--- config.mk ---
export PLATFORM = sky130hd
export DESIGN_NAME = clk_mult_ctrl
export DESIGN_NICKNAME = d
export VERILOG_FILES = /design/src/clk_ctrl_pkg.sv /design/src/lock_filter.sv /design/src/tmr_reg.sv /design/src/clk_mult_ctrl.sv
export SDC_FILE = /design/constraint.sdc
export NUM_CORES = 1
export LEC_CHECK = 0
export BUFFER_PORTS_ARGS = -buffer_cell sky130_fd_sc_hd__buf_2
export CAP_MARGIN = 20
export CELL_PAD_IN_SITES_DETAIL_PLACEMENT = 0
export CELL_PAD_IN_SITES_GLOBAL_PLACEMENT = 1
export CORE_UTILIZATION = 45
export DETAILED_ROUTE_END_ITERATION = 10
export PLACE_DENSITY_LB_ADDON = 0.15
export SLEW_MARGIN = 20
export SYNTH_ARGS = -nofsm -noshare
export SYNTH_HDL_FRONTEND = slang
export SYNTH_SLANG_ARGS = --single-unit
--- constraint.sdc ---
create_clock -name MCLK -period 6 [get_ports MCLK]
set_input_delay 0.9 -clock MCLK [delete_from_list [all_inputs] [get_ports MCLK]]
set_output_delay 0.9 -clock MCLK [all_outputs]
set_load 0.005 [all_outputs]
--- src/clk_ctrl_pkg.sv ---
// shared constants for the clock multiplier control block
package clk_ctrl_pkg;
   // register byte offsets
   localparam logic [3:0] OFF_CTRL   = 4'h0;
   localparam logic [3:0] OFF_STATUS = 4'h4;
   localparam logic [3:0] OFF_CODE   = 4'h8;
   // control register fields
   localparam int CTRL_MULT_BIT   = 0;
   localparam int CTRL_OVR_BIT    = 1;
   localparam int CTRL_RELOCK_BIT = 2;
   localparam int CTRL_CALRST_BIT = 3;
   localparam int CTRL_RANGE_LSB  = 4;
   localparam logic [31:0] CTRL_RESET   = 32'h0000_0008;
   localparam logic [31:0] CTRL_WR_MASK = 32'h0000_00ff;
   // status register fields
   localparam int STAT_MODE_LSB   = 0;
   localparam int STAT_STATE_LSB  = 2;
   localparam int STAT_LOCK_BIT   = 4;
   localparam int STAT_ERR_BIT    = 5;
   localparam int STAT_RAW_BIT    = 6;
   localparam int STAT_RANGE_LSB  = 8;
   // bus answers
   localparam logic [1:0] RESP_OKAY   = 2'h0;
   localparam logic [1:0] RESP_DECERR = 2'h3;
   // timing: clock rate and printed durations
   localparam int CLK_MHZ         = 250;
   localparam int CAL_TIME_MS     = 180;
   localparam int RELOCK_TIME_US  = 250;
   localparam int CAL_CYCLES      = CAL_TIME_MS * 1000 * CLK_MHZ;
   localparam int RELOCK_CYCLES   = RELOCK_TIME_US * CLK_MHZ;
   localparam int CAL_STEPS       = 64;
   localparam int FILTER_CYCLES   = 64;
   localparam int CNT_W           = 26;
   localparam int RANGE_W         = 6;
   localparam logic [RANGE_W-1:0] CODE_LAST = 6'h3f;
   // operating modes
   typedef enum logic [1:0] {
      MODE_CAL_ONCE = 2'b00,
      MODE_RELOCK   = 2'b01,
      MODE_MANUAL   = 2'b10
   } mode_t;
   // calibration sequencer states
   typedef enum logic [1:0] {
      ST_CAL    = 2'b00,
      ST_ACQ    = 2'b01,
      ST_LOCK   = 2'b10,
      ST_MANUAL = 2'b11
   } seq_state_t;
endpackage

--- src/lock_filter.sv ---
// debounce filter for the raw loop lock indication
`timescale 1ns/10ps
module lock_filter (
   input  wire logic clk,
   input  wire logic rst_n,
   input  wire logic raw_lock,
   output logic      filt_lock
);
   logic [6:0] run_q, run_d;   // cycles raw has disagreed with output
   logic       filt_q, filt_d; // filtered level

   // output only flips after raw disagrees for a full window
   always_comb begin
      run_d  = run_q;
      filt_d = filt_q;
      if (raw_lock == filt_q) begin
         run_d = 7'h00;
      end else if (run_q == 7'(clk_ctrl_pkg::FILTER_CYCLES - 1)) begin
         filt_d = raw_lock;
         run_d  = 7'h00;
      end else begin
         run_d = run_q + 7'h01;
      end
   end

   // state registers
   always_ff @(posedge clk or negedge rst_n) begin
      if (!rst_n) begin
         run_q  <= 7'h00;
         filt_q <= 1'b0;
      end else begin
         run_q  <= run_d;
         filt_q <= filt_d;
      end
   end

   assign filt_lock = filt_q;
endmodule // lock_filter

--- src/tmr_reg.sv ---
// triplicated register with majority vote and upset flag
`timescale 1ns/10ps
module tmr_reg #(
   parameter int         W     = 8,
   parameter logic [7:0] RST_V = 8'h00
) (
   input  wire logic         clk,
   input  wire logic         rst_n,
   input  wire logic [W-1:0] d,
   output logic      [W-1:0] q,
   output logic              err
);
   logic [W-1:0] copy_q [3]; // three independent copies

   // each copy reloads the voted next value, so an upset heals in one edge
   for (genvar i = 0; i < 3; i++) begin : g_copy
      always_ff @(posedge clk or negedge rst_n) begin
         if (!rst_n) begin
            copy_q[i] <= RST_V[W-1:0];
         end else begin
            copy_q[i] <= d;
         end
      end
   end

   // bitwise majority and disagreement flag
   always_comb begin
      q   = (copy_q[0] & copy_q[1]) | (copy_q[1] & copy_q[2]) | (copy_q[0] & copy_q[2]);
      err = (copy_q[0] != copy_q[1]) || (copy_q[1] != copy_q[2]);
   end
endmodule // tmr_reg

--- src/clk_mult_ctrl.sv ---
// control logic of the crystal based jitter filtering clock multiplier
// Notes on behaviour
// mult select low 40/60/120, high 40/80/160
// top clock from crystal, others divided synchronously
// two references ORed; unused one held low
// auto mode calibrates after reset and loss; the code recalibrates on loss only with relock set
// override disables calibration, range from select bits
// override maps relock to bit4, reset to bit5
// unlock with relock enabled restarts calibration
// relock disabled: calibrate only after reset
// no override: lock output is filtered
// override: lock output is raw indication
// redundant state corrects upsets, error flags briefly
// mode decode: 00->0, 01->1, 1x->2
// mode 0 keeps calibration, fast relock
// mode 0: host resets if lock not regained
// mode 1 full calibration after reset or loss
// range select bus is six bits
// mode 2 keeps calibration logic idle
// calibration reset low restarts calibration
// mode 2 reference acts as extreme select
// sequencing initialised by calibration reset
`timescale 1ns/10ps
module clk_mult_ctrl #(
   parameter int CAL_CYCLES    = clk_ctrl_pkg::CAL_CYCLES,
   parameter int RELOCK_CYCLES = clk_ctrl_pkg::RELOCK_CYCLES
) (
   input  wire logic        MCLK,
   input  wire logic        RESETN,
   input  wire logic [3:0]  AWADDR,
   input  wire logic        AWVALID,
   output logic             AWREADY,
   input  wire logic [31:0] WDATA,
   input  wire logic [3:0]  WSTRB,
   input  wire logic        WVALID,
   output logic             WREADY,
   output logic [1:0]       BRESP,
   output logic             BVALID,
   input  wire logic        BREADY,
   input  wire logic [3:0]  ARADDR,
   input  wire logic        ARVALID,
   output logic             ARREADY,
   output logic [31:0]      RDATA,
   output logic [1:0]       RRESP,
   output logic             RVALID,
   input  wire logic        RREADY,
   input  wire logic        REF_CMOS,
   input  wire logic        REF_LVDS,
   input  wire logic        RAW_LOCK,
   output logic             CLK_HIGH,
   output logic             CLK_MID,
   output logic             CLK_LOW,
   output logic             REF_OUT,
   output logic             EDGE_SEL,
   output logic [5:0]       RANGE_SEL,
   output logic             CAL_ACTIVE,
   output logic             LOCKED,
   output logic             ERROR
);
   localparam int STEP_CYCLES = CAL_CYCLES / clk_ctrl_pkg::CAL_STEPS;
   localparam int CNT_W_L     = clk_ctrl_pkg::CNT_W;

   // sequencer state, declared early because the bus reads the code
   clk_ctrl_pkg::seq_state_t st_v, st_n;   // voted and next state
   logic [5:0]      code_v, code_n;        // voted and next range code
   logic [CNT_W_L-1:0] cnt_q, cnt_d;       // step and timeout counter
   logic            filt;                  // filtered lock
   logic            upset;                 // redundancy mismatch
   logic [7:0]      seq_v;                 // voted word

   // decode a byte address into a register slot, 3 means unmapped
   function automatic logic [1:0] reg_slot(input logic [3:0] a);
      case (a)
         clk_ctrl_pkg::OFF_CTRL:   reg_slot = 2'h0;
         clk_ctrl_pkg::OFF_STATUS: reg_slot = 2'h1;
         clk_ctrl_pkg::OFF_CODE:   reg_slot = 2'h2;
         default:                  reg_slot = 2'h3;
      endcase
   endfunction

   // operating mode from override and relock inputs
   function automatic clk_ctrl_pkg::mode_t decode_mode(input logic ovr, input logic rel);
      if (ovr) begin
         decode_mode = clk_ctrl_pkg::MODE_MANUAL;
      end else if (rel) begin
         decode_mode = clk_ctrl_pkg::MODE_RELOCK;
      end else begin
         decode_mode = clk_ctrl_pkg::MODE_CAL_ONCE;
      end
   endfunction

   // ---------------- register bus ----------------
   logic        aw_q, aw_d;        // write address held
   logic [3:0]  awa_q, awa_d;      // latched write address
   logic        w_q, w_d;          // write data held
   logic [31:0] wd_q, wd_d;        // latched write data
   logic [3:0]  ws_q, ws_d;        // latched strobes
   logic        bv_q, bv_d;        // write response pending
   logic [1:0]  br_q, br_d;        // write response code
   logic        rv_q, rv_d;        // read response pending
   logic [31:0] rd_q, rd_d;        // read data
   logic [1:0]  rr_q, rr_d;        // read response code
   logic [31:0] ctrl_q, ctrl_d;    // control register
   logic [31:0] status_w;          // assembled status word

   // control fields
   logic mult, ovr, relock, cal_rst_n;
   logic [3:0] range_lo;
   assign mult      = ctrl_q[clk_ctrl_pkg::CTRL_MULT_BIT];
   assign ovr       = ctrl_q[clk_ctrl_pkg::CTRL_OVR_BIT];
   assign relock    = ctrl_q[clk_ctrl_pkg::CTRL_RELOCK_BIT];
   assign cal_rst_n = ctrl_q[clk_ctrl_pkg::CTRL_CALRST_BIT];
   assign range_lo  = ctrl_q[clk_ctrl_pkg::CTRL_RANGE_LSB +: 4];

   // each channel stalls while its item waits or a response is unaccepted
   assign AWREADY = !aw_q && !bv_q;
   assign WREADY  = !w_q && !bv_q;
   assign ARREADY = !rv_q;

   // bus next state: address and data in either order, write once both held
   always_comb begin
      aw_d = aw_q; awa_d = awa_q; w_d = w_q; wd_d = wd_q; ws_d = ws_q;
      bv_d = bv_q; br_d = br_q; rv_d = rv_q; rd_d = rd_q; rr_d = rr_q;
      ctrl_d = ctrl_q;
      if (AWVALID && AWREADY) begin
         aw_d  = 1'b1;
         awa_d = AWADDR;
      end
      if (WVALID && WREADY) begin
         w_d  = 1'b1;
         wd_d = WDATA;
         ws_d = WSTRB;
      end
      if (aw_q && w_q) begin
         // only the control slot is writable, unmapped addresses answer decode error
         for (int b = 0; b < 4; b++) begin
            if (reg_slot(awa_q) == 2'h0 && ws_q[b]) begin
               ctrl_d[b*8 +: 8] = wd_q[b*8 +: 8] & clk_ctrl_pkg::CTRL_WR_MASK[b*8 +: 8];
            end
         end
         br_d = (reg_slot(awa_q) == 2'h3) ? clk_ctrl_pkg::RESP_DECERR : clk_ctrl_pkg::RESP_OKAY;
         bv_d = 1'b1;
         aw_d = 1'b0;
         w_d  = 1'b0;
      end else if (bv_q && BREADY) begin
         bv_d = 1'b0;
      end
      if (ARVALID && ARREADY) begin
         rv_d = 1'b1;
         rr_d = clk_ctrl_pkg::RESP_OKAY;
         case (reg_slot(ARADDR))
            2'h0:    rd_d = ctrl_q;
            2'h1:    rd_d = status_w;
            2'h2:    rd_d = {26'h0, code_v};
            default: begin
               rd_d = 32'h0;
               rr_d = clk_ctrl_pkg::RESP_DECERR;
            end
         endcase
      end else if (rv_q && RREADY) begin
         rv_d = 1'b0;
      end
   end

   // bus registers
   always_ff @(posedge MCLK or negedge RESETN) begin
      if (!RESETN) begin
         aw_q <= 1'b0; awa_q <= 4'h0; w_q <= 1'b0; wd_q <= 32'h0; ws_q <= 4'h0;
         bv_q <= 1'b0; br_q <= 2'h0; rv_q <= 1'b0; rd_q <= 32'h0; rr_q <= 2'h0;
         ctrl_q <= clk_ctrl_pkg::CTRL_RESET;
      end else begin
         aw_q <= aw_d; awa_q <= awa_d; w_q <= w_d; wd_q <= wd_d; ws_q <= ws_d;
         bv_q <= bv_d; br_q <= br_d; rv_q <= rv_d; rd_q <= rd_d; rr_q <= rr_d;
         ctrl_q <= ctrl_d;
      end
   end

   assign BVALID = bv_q;
   assign BRESP  = br_q;
   assign RVALID = rv_q;
   assign RDATA  = rd_q;
   assign RRESP  = rr_q;

   // ---------------- output clock plan ----------------
   logic [1:0] div_q, div_d;   // shared divider phase
   logic       mid_q, mid_d;   // half rate output
   logic       low_q, low_d;   // lowest rate output

   // mid is always half the crystal; low is a third or a quarter
   always_comb begin
      if (mult) begin
         div_d = div_q + 2'h1;
      end else begin
         div_d = (div_q >= 2'h2) ? 2'h0 : div_q + 2'h1;
      end
      mid_d = !mid_q;
      low_d = mult ? div_d[1] : (div_d == 2'h0);
   end

   // clock divider registers
   always_ff @(posedge MCLK or negedge RESETN) begin
      if (!RESETN) begin
         div_q <= 2'h0;
         mid_q <= 1'b0;
         low_q <= 1'b0;
      end else begin
         div_q <= div_d;
         mid_q <= mid_d;
         low_q <= low_d;
      end
   end

   assign CLK_HIGH = MCLK;
   assign CLK_MID  = mid_q;
   assign CLK_LOW  = low_q;

   // ---------------- calibration sequencer ----------------

   lock_filter u_filt (
      .clk       (MCLK),
      .rst_n     (RESETN),
      .raw_lock  (RAW_LOCK),
      .filt_lock (filt)
   );

   // state and code held in triplicate against upsets
   tmr_reg #(.W(8), .RST_V(8'h00)) u_tmr (
      .clk   (MCLK),
      .rst_n (RESETN),
      .d     ({st_n, code_n}),
      .q     (seq_v),
      .err   (upset)
   );
   assign st_v   = clk_ctrl_pkg::seq_state_t'(seq_v[7:6]);
   assign code_v = seq_v[5:0];

   // reset enters calibration; mode decides what loss of lock does
   always_comb begin
      st_n   = st_v;
      code_n = code_v;
      cnt_d  = cnt_q + CNT_W_L'(1);
      if (ovr) begin
         st_n  = clk_ctrl_pkg::ST_MANUAL;
         cnt_d = '0;
      end else if (!cal_rst_n) begin
         st_n   = clk_ctrl_pkg::ST_CAL;
         code_n = 6'h00;
         cnt_d  = '0;
      end else begin
         case (st_v)
            clk_ctrl_pkg::ST_CAL: begin
               // sweep range codes until the loop reports lock or the last code is reached
               if (cnt_q == CNT_W_L'(STEP_CYCLES - 1)) begin
                  cnt_d = '0;
                  if (RAW_LOCK || code_v == clk_ctrl_pkg::CODE_LAST) begin
                     st_n = clk_ctrl_pkg::ST_ACQ;
                  end else begin
                     code_n = code_v + 6'h01;
                  end
               end
            end
            clk_ctrl_pkg::ST_ACQ: begin
               // mode 0 waits here until filtered lock returns, else the host must reset
               if (filt) begin
                  st_n  = clk_ctrl_pkg::ST_LOCK;
                  cnt_d = '0;
               end else if (relock && cnt_q == CNT_W_L'(RELOCK_CYCLES - 1)) begin
                  st_n   = clk_ctrl_pkg::ST_CAL;
                  code_n = 6'h00;
                  cnt_d  = '0;
               end
            end
            clk_ctrl_pkg::ST_LOCK: begin
               cnt_d = '0;
               if (!filt && relock) begin
                  st_n   = clk_ctrl_pkg::ST_CAL;
                  code_n = 6'h00;
               end else if (!filt) begin
                  st_n = clk_ctrl_pkg::ST_ACQ;
               end
            end
            clk_ctrl_pkg::ST_MANUAL: begin
               st_n   = clk_ctrl_pkg::ST_CAL;
               code_n = 6'h00;
               cnt_d  = '0;
            end
            default: begin
               st_n  = clk_ctrl_pkg::ST_CAL;
               cnt_d = '0;
            end
         endcase
      end
   end

   // ---------------- pin outputs ----------------
   logic       ref_q, ref_d;       // combined reference
   logic       edge_q, edge_d;     // extreme select in mode 2
   logic [5:0] range_q, range_d;   // oscillator range select
   logic       cal_q, cal_d;       // calibration running
   logic       lock_q, lock_d;     // lock output
   logic       err_q, err_d;       // upset flag
   logic       ovr_seen;           // override as decoded from the mode for the pin outputs
   clk_ctrl_pkg::mode_t mode;

   assign mode     = decode_mode(ovr, relock);
   assign ovr_seen = (mode == clk_ctrl_pkg::MODE_MANUAL);

   // output values; manual mode reuses relock and reset as top range bits
   always_comb begin
      ref_d   = REF_CMOS | REF_LVDS;
      edge_d  = ovr_seen & (REF_CMOS | REF_LVDS);
      range_d = ovr_seen ? {cal_rst_n, relock, range_lo} : code_n;
      cal_d   = (st_n == clk_ctrl_pkg::ST_CAL);
      lock_d  = ovr_seen ? RAW_LOCK : filt;
      err_d   = upset;
   end

   // output registers
   always_ff @(posedge MCLK or negedge RESETN) begin
      if (!RESETN) begin
         ref_q <= 1'b0; edge_q <= 1'b0; range_q <= 6'h00;
         cal_q <= 1'b0; lock_q <= 1'b0; err_q <= 1'b0;
         cnt_q <= '0;
      end else begin
         ref_q <= ref_d; edge_q <= edge_d; range_q <= range_d;
         cal_q <= cal_d; lock_q <= lock_d; err_q <= err_d;
         cnt_q <= cnt_d;
      end
   end

   assign REF_OUT    = ref_q;
   assign EDGE_SEL   = edge_q;
   assign RANGE_SEL  = range_q;
   assign CAL_ACTIVE = cal_q;
   assign LOCKED     = lock_q;
   assign ERROR      = err_q;

   always_comb begin
      status_w = 32'h0;
      status_w[clk_ctrl_pkg::STAT_MODE_LSB +: 2]    = mode;
      status_w[clk_ctrl_pkg::STAT_STATE_LSB +: 2]   = st_v;
      status_w[clk_ctrl_pkg::STAT_LOCK_BIT]         = lock_q;
      status_w[clk_ctrl_pkg::STAT_ERR_BIT]          = err_q;
      status_w[clk_ctrl_pkg::STAT_RAW_BIT]          = RAW_LOCK;
      status_w[clk_ctrl_pkg::STAT_RANGE_LSB +: 6]   = range_q;
   end
endmodule // clk_mult_ctrl

== Word-level counts from Yosys, hierarchy flattened ==
Index checks and enable logic that the tools add are counted.

* Muxes and demuxes: 47
* $add $sub $neg: 4
* Reduce and logical (&&, ||, !) cells: 33
* Bitwise gates (word level): 6
* Order comparisons: 1
* Equality and inequality tests: 16

{| class="wikitable"
|+ Operators with widths
! operator !! number
|-
| $mux 26 || 5
|-
| $pmux 26 s3 || 1
|-
| $mux 6 || 8
|-
| $pmux 14 s3 || 1
|-
| $mux 2 || 15
|-
| $add 26x1->26 const B || 1
|-
| $eq 26x16->1 const B || 1
|-
| $eq 26x20->1 const B || 1
|-
| $pmux 6 s4 || 1
|-
| $or 8x8->8 || 2
|-
| $mux 7 || 2
|-
| $pmux 2 s3 || 2
|-
| $logic_and 1x1->1 || 11
|-
| $mux 1 || 11
|-
| $eq 2x2->1 const B || 5
|-
| $logic_not 2->1 || 5
|-
| $and 8x8->8 || 1
|-
| $eq 4x3->1 const B || 2
|-
| $eq 4x4->1 const B || 2
|-
| $logic_not 4->1 || 2
|-
| $pmux 2 s4 || 1
|-
| $reduce_bool 2->1 || 4
|-
| $add 7x1->7 const B || 1
|-
| $eq 7x6->1 const B || 1
|-
| 14 further kinds || 21
|}

* Input port bits: 54
* Output and inout bits: 55
* Word-level logic and storage cells: 130
* Register bits: 117

== Depth between registers and ports, before layout ==
Gate-level depths: netlist of run 1.

* Word-level depth: 11
* Mapped depth: 8
* Mapped depth without buffers: 7

== Hierarchy ==
A second synthesis of run 1 with hierarchy kept.

* Cells, all modules: 459
* Area total of the unflattened synthesis: 4948.5 um^2

{| class="wikitable"
|+ Modules (own cells, without submodules)
! module !! sequential area each (um^2) !! cells an instance !! instances !! area an instance (um^2)
|-
| clk_mult_ctrl || 2053.2 || 416 || 1 || 4376.7
|-
| lock_filter || 200.2 || 33 || 1 || 360.3
|-
| tmr_reg || 200.2 || 10 || 1 || 211.5
|}

==> impl_metrics.tcl, run 1 <==
set metrics [dict create \
    status "finished clean" \
    worst_slack_ns 1.76 \
    die_w_um 106 \
    synth_edf_count 0 \
    ys_types 62 \
    p_per_area_nw_per_um2 340 \
    yosysWarningCount 0 \
    layout_common_cells "96 x dfrtp_1, 61 x buf_2, 54 x nor2_1" \
    routabilityCongestion 0.874 \
    cap_viol_max_count 0 \
    crit_slowest_cell "clkbuf_8" \
    finalNonFillerCells 663 \
    p_comb_share_pct 23.3 \
    grt_overflow 0 \
    place_inst 644 \
    hpwl_mm 7.17 \
    postCtsSetupBuffers 0 \
    crit_arrival_ns 3.34 \
    grt_pass1_wl_mm 16.8 \
    worst-path-max-fanout 2 \
    irDropWorstVdd_v 0.000180 \
    core-area_um2 10400 \
    skew_ns 0.00928 \
    via_count 3575 \
    cts_hold_buf 0 \
    cts_resized 0 \
    path_clk_slew_ns 0.09 \
    syn_avg_cell_area_um2 10.3 \
    crit_path_start_kind "clock port" \
    via_per_inst 5.39 \
    antenna_found_initial 0 \
    first_iter_violations 162 \
    seq_area_frac_synth_pct 50.0 \
    clkPwrFrac_pct 28.1 \
    p_sw_share_pct 32.0 \
    grt_max_degree 55 \
    die_height_um 106 \
    met3_usage_pct 4.23 \
    seqPwrFrac_pct 48.5 \
    synth_ff_type "dfrtp_1" \
    setup_tns_ns 0 \
    r2r_cells 7 \
    syn2layout_area_growth_pct 10.9 \
    drc_errors 0 \
    cts_tree "yes" \
    crit_chain "clkbuf_8 > clkbuf_8 > buf_2" \
    synthTopCellsByArea "dfrtp_1 49%, mux2_2 5.6%, xnor2_1 4.5%, nor2_1 4.2%, buf_4 3.4%" \
    synth_seq_cells 97 \
    layout_commonest_cell "dfrtp_1" \
    tightestPinTransition_ns 0.764 \
    syn_inst 470 \
    clock_latency_ns 0.47 \
    routedWlPerCell_um 15.2 \
    drtAntennaViolNets 0 \
    yosys.area.top_type "dfrtp_1" \
    io_pins 109 \
    rsz0062_at_grt "no" \
    fill_cells 979 \
    synth.top_cell.area_share_pct 49.4 \
    track_usage_pct 19.3 \
    async_flop_share_pct 100 \
    start_util_pct 46.7 \
    grt_pass1_vias 3335 \
    final_net_count 582 \
    grtUsageMet1_pct 27.0 \
    rows 37 \
    crit_required_ns 5.10 \
    crit_type "clock port to output pin" \
    slowest_delay_ns 0.12 \
    fp.dieArea_um2 11200 \
    drt_wl_total_mm 10.1 \
    num_antenna_cells 0 \
    crit_top_cell "clkbuf_8" \
    holdCritPathClass "input pin to asynchronous set/reset pin" \
    grt-busiest-layer "met2" \
    finalHoldViolCount 0 \
    switchingPower_w 0.000587 \
    syn_area_um2 4860 \
    power.internal_w 0.00125 \
    finalMaxSlewViolations 0 \
    firstDrtPassIters 4 \
    endpoint_kind "output pin" \
    drive_gt1_share_pct 22.4 \
    maxSlewHeadroom_pct 49.1 \
    post-place-ws_ns 2.00 \
    grt_util_met2_pct 28.1 \
    io_buffers 62 \
    setup_viol 0 \
    leakage_nw 2.39 \
]
==> routing by layer <==
metal,share of wire [%],vias to the layer above
met5,0,-
met4,2.1,0
met3,4.9,18
met2,45,111
met1,48,1736
li1,-,1710
==> synth_stat cells, types with 4 or more instances <==
cell type  number
a31oi_1         7
nand3_1        17
inv_1          22
nor2b_1         4
clkbuf_1       15
and3_1          4
ha_1            6
nand4_1         7
and2_1          6
o21ai_0        14
a21oi_1         7
nand2_1        31
xnor2_1        25
mux2_2         24
or3_1           4
dfrtp_1        96
o211ai_1        4
nor3_1         18
nor2_1         54
mux2i_1         7
nor4_1          5
buf_4          22
a22o_1          9
xor2_1          5
==> metrics by stage <==
step | instance area [um^2] | total power [W] | utilization, % | hold WS, ns
after floorplan | 4930 | 0.00123 | - | 0.417
after global placement | 5140 | 0.00133 | 49.3 | 0.403
after detailed placement | 5140 | 0.00135 | 49.3 | 0.405
after CTS | 5390 | 0.00186 | 51.7 | 0.420
after global routing | 5390 | 0.00196 | 51.7 | 0.441
final | 5390 | 0.00183 | 51.7 | 0.409
==> final cells by class <==
cell class              count  area (um^2)  area share, %
well taps                 136          170           3.16
multi-input cells         326         2130           39.6
inverters                  22         82.6           1.53
flip-flops and latches     97         2430           45.1
clock inverters             6         83.8           1.56
repair buffers             62          315           5.85
clock buffers              14          174           3.23
==> power by group through the flow <==
stage	combinational, W	sequential, W	clock (W)
global placement	0.000425	0.000901	0.00000724
floorplan	0.000368	0.000852	0.0000108
detailed placement	0.000434	0.000905	0.00000724
finish	0.000428	0.000890	0.000516
CTS	0.000434	0.000893	0.000533
global route	0.000482	0.000910	0.000566
==> cell families after synthesis <==
| family | Yosys count | share of synthesized area (%) |
|---|---|---|
| simple gates | 168 | 17.5 |
| compound gates | 72 | 11.0 |
| mux | 31 | 7.00 |
| xor+xnor | 30 | 5.41 |
| flops | 97 | 50.0 |
| other cells | 1 | 0.0772 |
| buf+inv | 65 | 7.49 |
| fa+ha+maj | 6 | 1.54 |
==> critical path, delay by kind of cell <==
family / cells / cell delay (ns)
buffers and inverters: 3 / 0.34
==> flip-flops by register name, summed over array words and instances (netlist names), 2 cells and up <==
register,count
ctrl_q,8
cnt_q,26
RDATA,14
div_q,2
awa_q,4
u_filt.run_q,7
u_tmr.copy_q,8
wd_q,8
RANGE_SEL,6
==> path summary, 6_finish.rpt <==
path / slack [ns] / endpoint / start
max: 1.76 / CLK_HIGH / MCLK
min: 0.41 / div_q[1]$_DFF_PN0_ / RESETN
max in group asynchronous: 4.48 / ws_q[0]$_DFFE_PN0P_ / RESETN
max reg2reg: 3.45 / cnt_q[22]$_DFF_PN0_ / cnt_q[0]$_DFF_PN0_
min in group MCLK: 0.42 / CLK_MID$_DFF_PN0_ / CLK_MID$_DFF_PN0_
min reg2reg: 0.42 / CLK_MID$_DFF_PN0_ / CLK_MID$_DFF_PN0_
(Power assumes the default switching activity.)
==> run 2, diff against run 1 <==
--- a/config.mk
+++ b/config.mk
@@ -9,7 +9,7 @@
 export CAP_MARGIN = 20
 export CELL_PAD_IN_SITES_DETAIL_PLACEMENT = 0
 export CELL_PAD_IN_SITES_GLOBAL_PLACEMENT = 1
-export CORE_UTILIZATION = 45
+export CORE_UTILIZATION = 38
 export DETAILED_ROUTE_END_ITERATION = 10
 export PLACE_DENSITY_LB_ADDON = 0.15
 export SLEW_MARGIN = 20
==> constraint.sdc (replaced) <==
create_clock -name MCLK -period 3.75 [get_ports MCLK]
set_input_delay 0.5625 -clock MCLK [delete_from_list [all_inputs] [get_ports MCLK]]
set_output_delay 0.5625 -clock MCLK [all_outputs]
set_load 0.005 [all_outputs]
==> run 2 against run 1 <==
Net effect: register-to-register slack got worse by 2.4 ns; sequential share of layout area fell by 1.2 points; critical path type unchanged; worst setup slack got worse by 0.81 ns; first-iteration DRC count did not move; final cell count rose by 5.0%; total power rose by 71%; clock skew fell by 0.0014 ns; sequential power rose by 61%; clock-buffer cell count rose by 1; non-clock buffer count rose by 1; critical endpoint unchanged; cell area rose by 2.6%.
==> impl_metrics.tcl, run 2 (same netlist as run 1, synthesis figures left out) <==
set metrics [dict create \
    status "finished clean" \
    routabilityCongestion 0.854 \
    die_height_um 115 \
    p_sw_share_pct 31.7 \
    grt_pass1_vias 3502 \
    cts_tree "yes" \
    hpwl_mm 7.45 \
    syn2layout_area_growth_pct 13.8 \
    slowest_delay_ns 0.13 \
    fp.dieArea_um2 13200 \
    clock_latency_ns 0.46 \
    routedWlPerCell_um 15.1 \
    seqPwrFrac_pct 45.4 \
    drc_errors 0 \
    switchingPower_w 0.000998 \
    layout_common_cells "96 x dfrtp_1, 61 x buf_2, 54 x nor2_1" \
    crit_type "clock port to output pin" \
    setup_tns_ns 0 \
    die_w_um 115 \
    grt_overflow 0 \
    postCtsSetupBuffers 0 \
    crit_slowest_cell "clkbuf_16" \
    rows 40 \
    drive_gt1_share_pct 22.3 \
    crit_top_cell "clkbuf_16" \
    finalMaxSlewViolations 0 \
    reg2reg_from "cnt_q[0]$_DFF_PN0_" \
    r2r_cells 7 \
    irDropWorstVdd_v 0.000309 \
    largest_register "cnt_q" \
    io_buffers 62 \
    finalPower_w 0.00314 \
    cts_resized 0 \
    crit_arrival_ns 2.23 \
    clkPwrFrac_pct 32.4 \
    drt_wl_total_mm 10.5 \
    setup_viol 0 \
    path_clk_slew_ns 0.06 \
    num_antenna_cells 0 \
    via_per_inst 5.13 \
    cp_top_family "buffers and inverters" \
    cp-startpoint "MCLK" \
    grt_pass1_wl_mm 17.2 \
    track_usage_pct 17.2 \
    crit_path_start_kind "clock port" \
    endpoint "CLK_HIGH" \
    worst-path-max-fanout 2 \
    power.internal_w 0.00215 \
    largest_register_ff_count 26 \
    layout_commonest_cell "dfrtp_1" \
    leakage_nw 2.42 \
    cap_viol_max_count 0 \
    holdCritPathClass "input pin to asynchronous set/reset pin" \
    rrSetupSlack_ns 1.10 \
    finalHoldViolCount 0 \
    tightestPinTransition_ns 0.786 \
    maxSlewHeadroom_pct 47.6 \
    crit_required_ns 3.19 \
    skew_ns 0.00788 \
    reg2reg_to "RANGE_SEL[1]$_DFF_PN0_" \
    via_count 3571 \
    crit_chain "clkbuf_16 > clkbuf_16 > buf_2" \
    p_per_area_nw_per_um2 569 \
    firstDrtPassIters 5 \
    drtAntennaViolNets 0 \
    path_buf_inv 3 \
    grt_max_degree 62 \
    path_depth 3 \
    final_net_count 583 \
    start_util_pct 39.6 \
    core-area_um2 12300 \
    antenna_found_initial 0 \
    cts_hold_buf 0 \
    first_iter_violations 162 \
    io_pins 109 \
    endpoint_kind "output pin" \
    rsz0062_at_grt "no" \
    p_comb_share_pct 22.2 \
]
[run 2: metrics by stage]
step	util (%)	std cells	hold WS (ns)	instance area, um^2	setup WS (ns)
floorplan	-	488	0.267	4930	1.20
global placement	42.3	677	0.401	5180	1.18
detailed placement	42.3	677	0.408	5180	1.20
CTS	45.1	696	0.218	5530	0.949
global route	45.1	696	0.262	5530	0.947
finish	45.1	696	0.194	5530	0.953
[run 2: routing by layer]
layer | part of all wire [%] | vias up | GRT usage [%]
li1 | - | 1715 | -
met5 | 0 | - | 0
met1 | 45 | 1725 | 21.7
met2 | 48 | 115 | 27.5
met4 | 2.4 | 0 | 9.87
met3 | 5.1 | 16 | 3.43
[run 2: how the worst min path moves through the flow]
stage	to	slack, ns	cells past startpoint	from
floorplan	BRESP[0]$_DFFE_PN0P_	0.27	0	RESETN
global placement	CLK_MID$_DFF_PN0_	0.40	1	CLK_MID$_DFF_PN0_
detailed placement	CLK_MID$_DFF_PN0_	0.41	1	CLK_MID$_DFF_PN0_
CTS	CLK_LOW$_DFF_PN0_	0.22	1	RESETN
global route	div_q[1]$_DFF_PN0_	0.26	1	RESETN
finish	REF_OUT$_DFF_PN0_	0.19	1	RESETN
[run 2: final cells by class]
cell class | instances | area [um^2]
fillers | 1214 | 6730
multi-input cells | 326 | 2130
flip-flops and latches | 97 | 2430
clock inverters | 5 | 40.0
well taps | 168 | 210
inverters | 22 | 82.6
repair buffers | 63 | 323
clock buffers | 15 | 313
[run 2: power groups by stage]
stage | Sequential, W | Clock (W) | Combinational, W
floorplan | 0.00136 | 0.0000173 | 0.000589
global placement | 0.00145 | 0.0000116 | 0.000692
detailed placement | 0.00145 | 0.0000116 | 0.000702
CTS | 0.00143 | 0.00105 | 0.000706
global route | 0.00146 | 0.00110 | 0.000789
finish | 0.00143 | 0.00102 | 0.000698
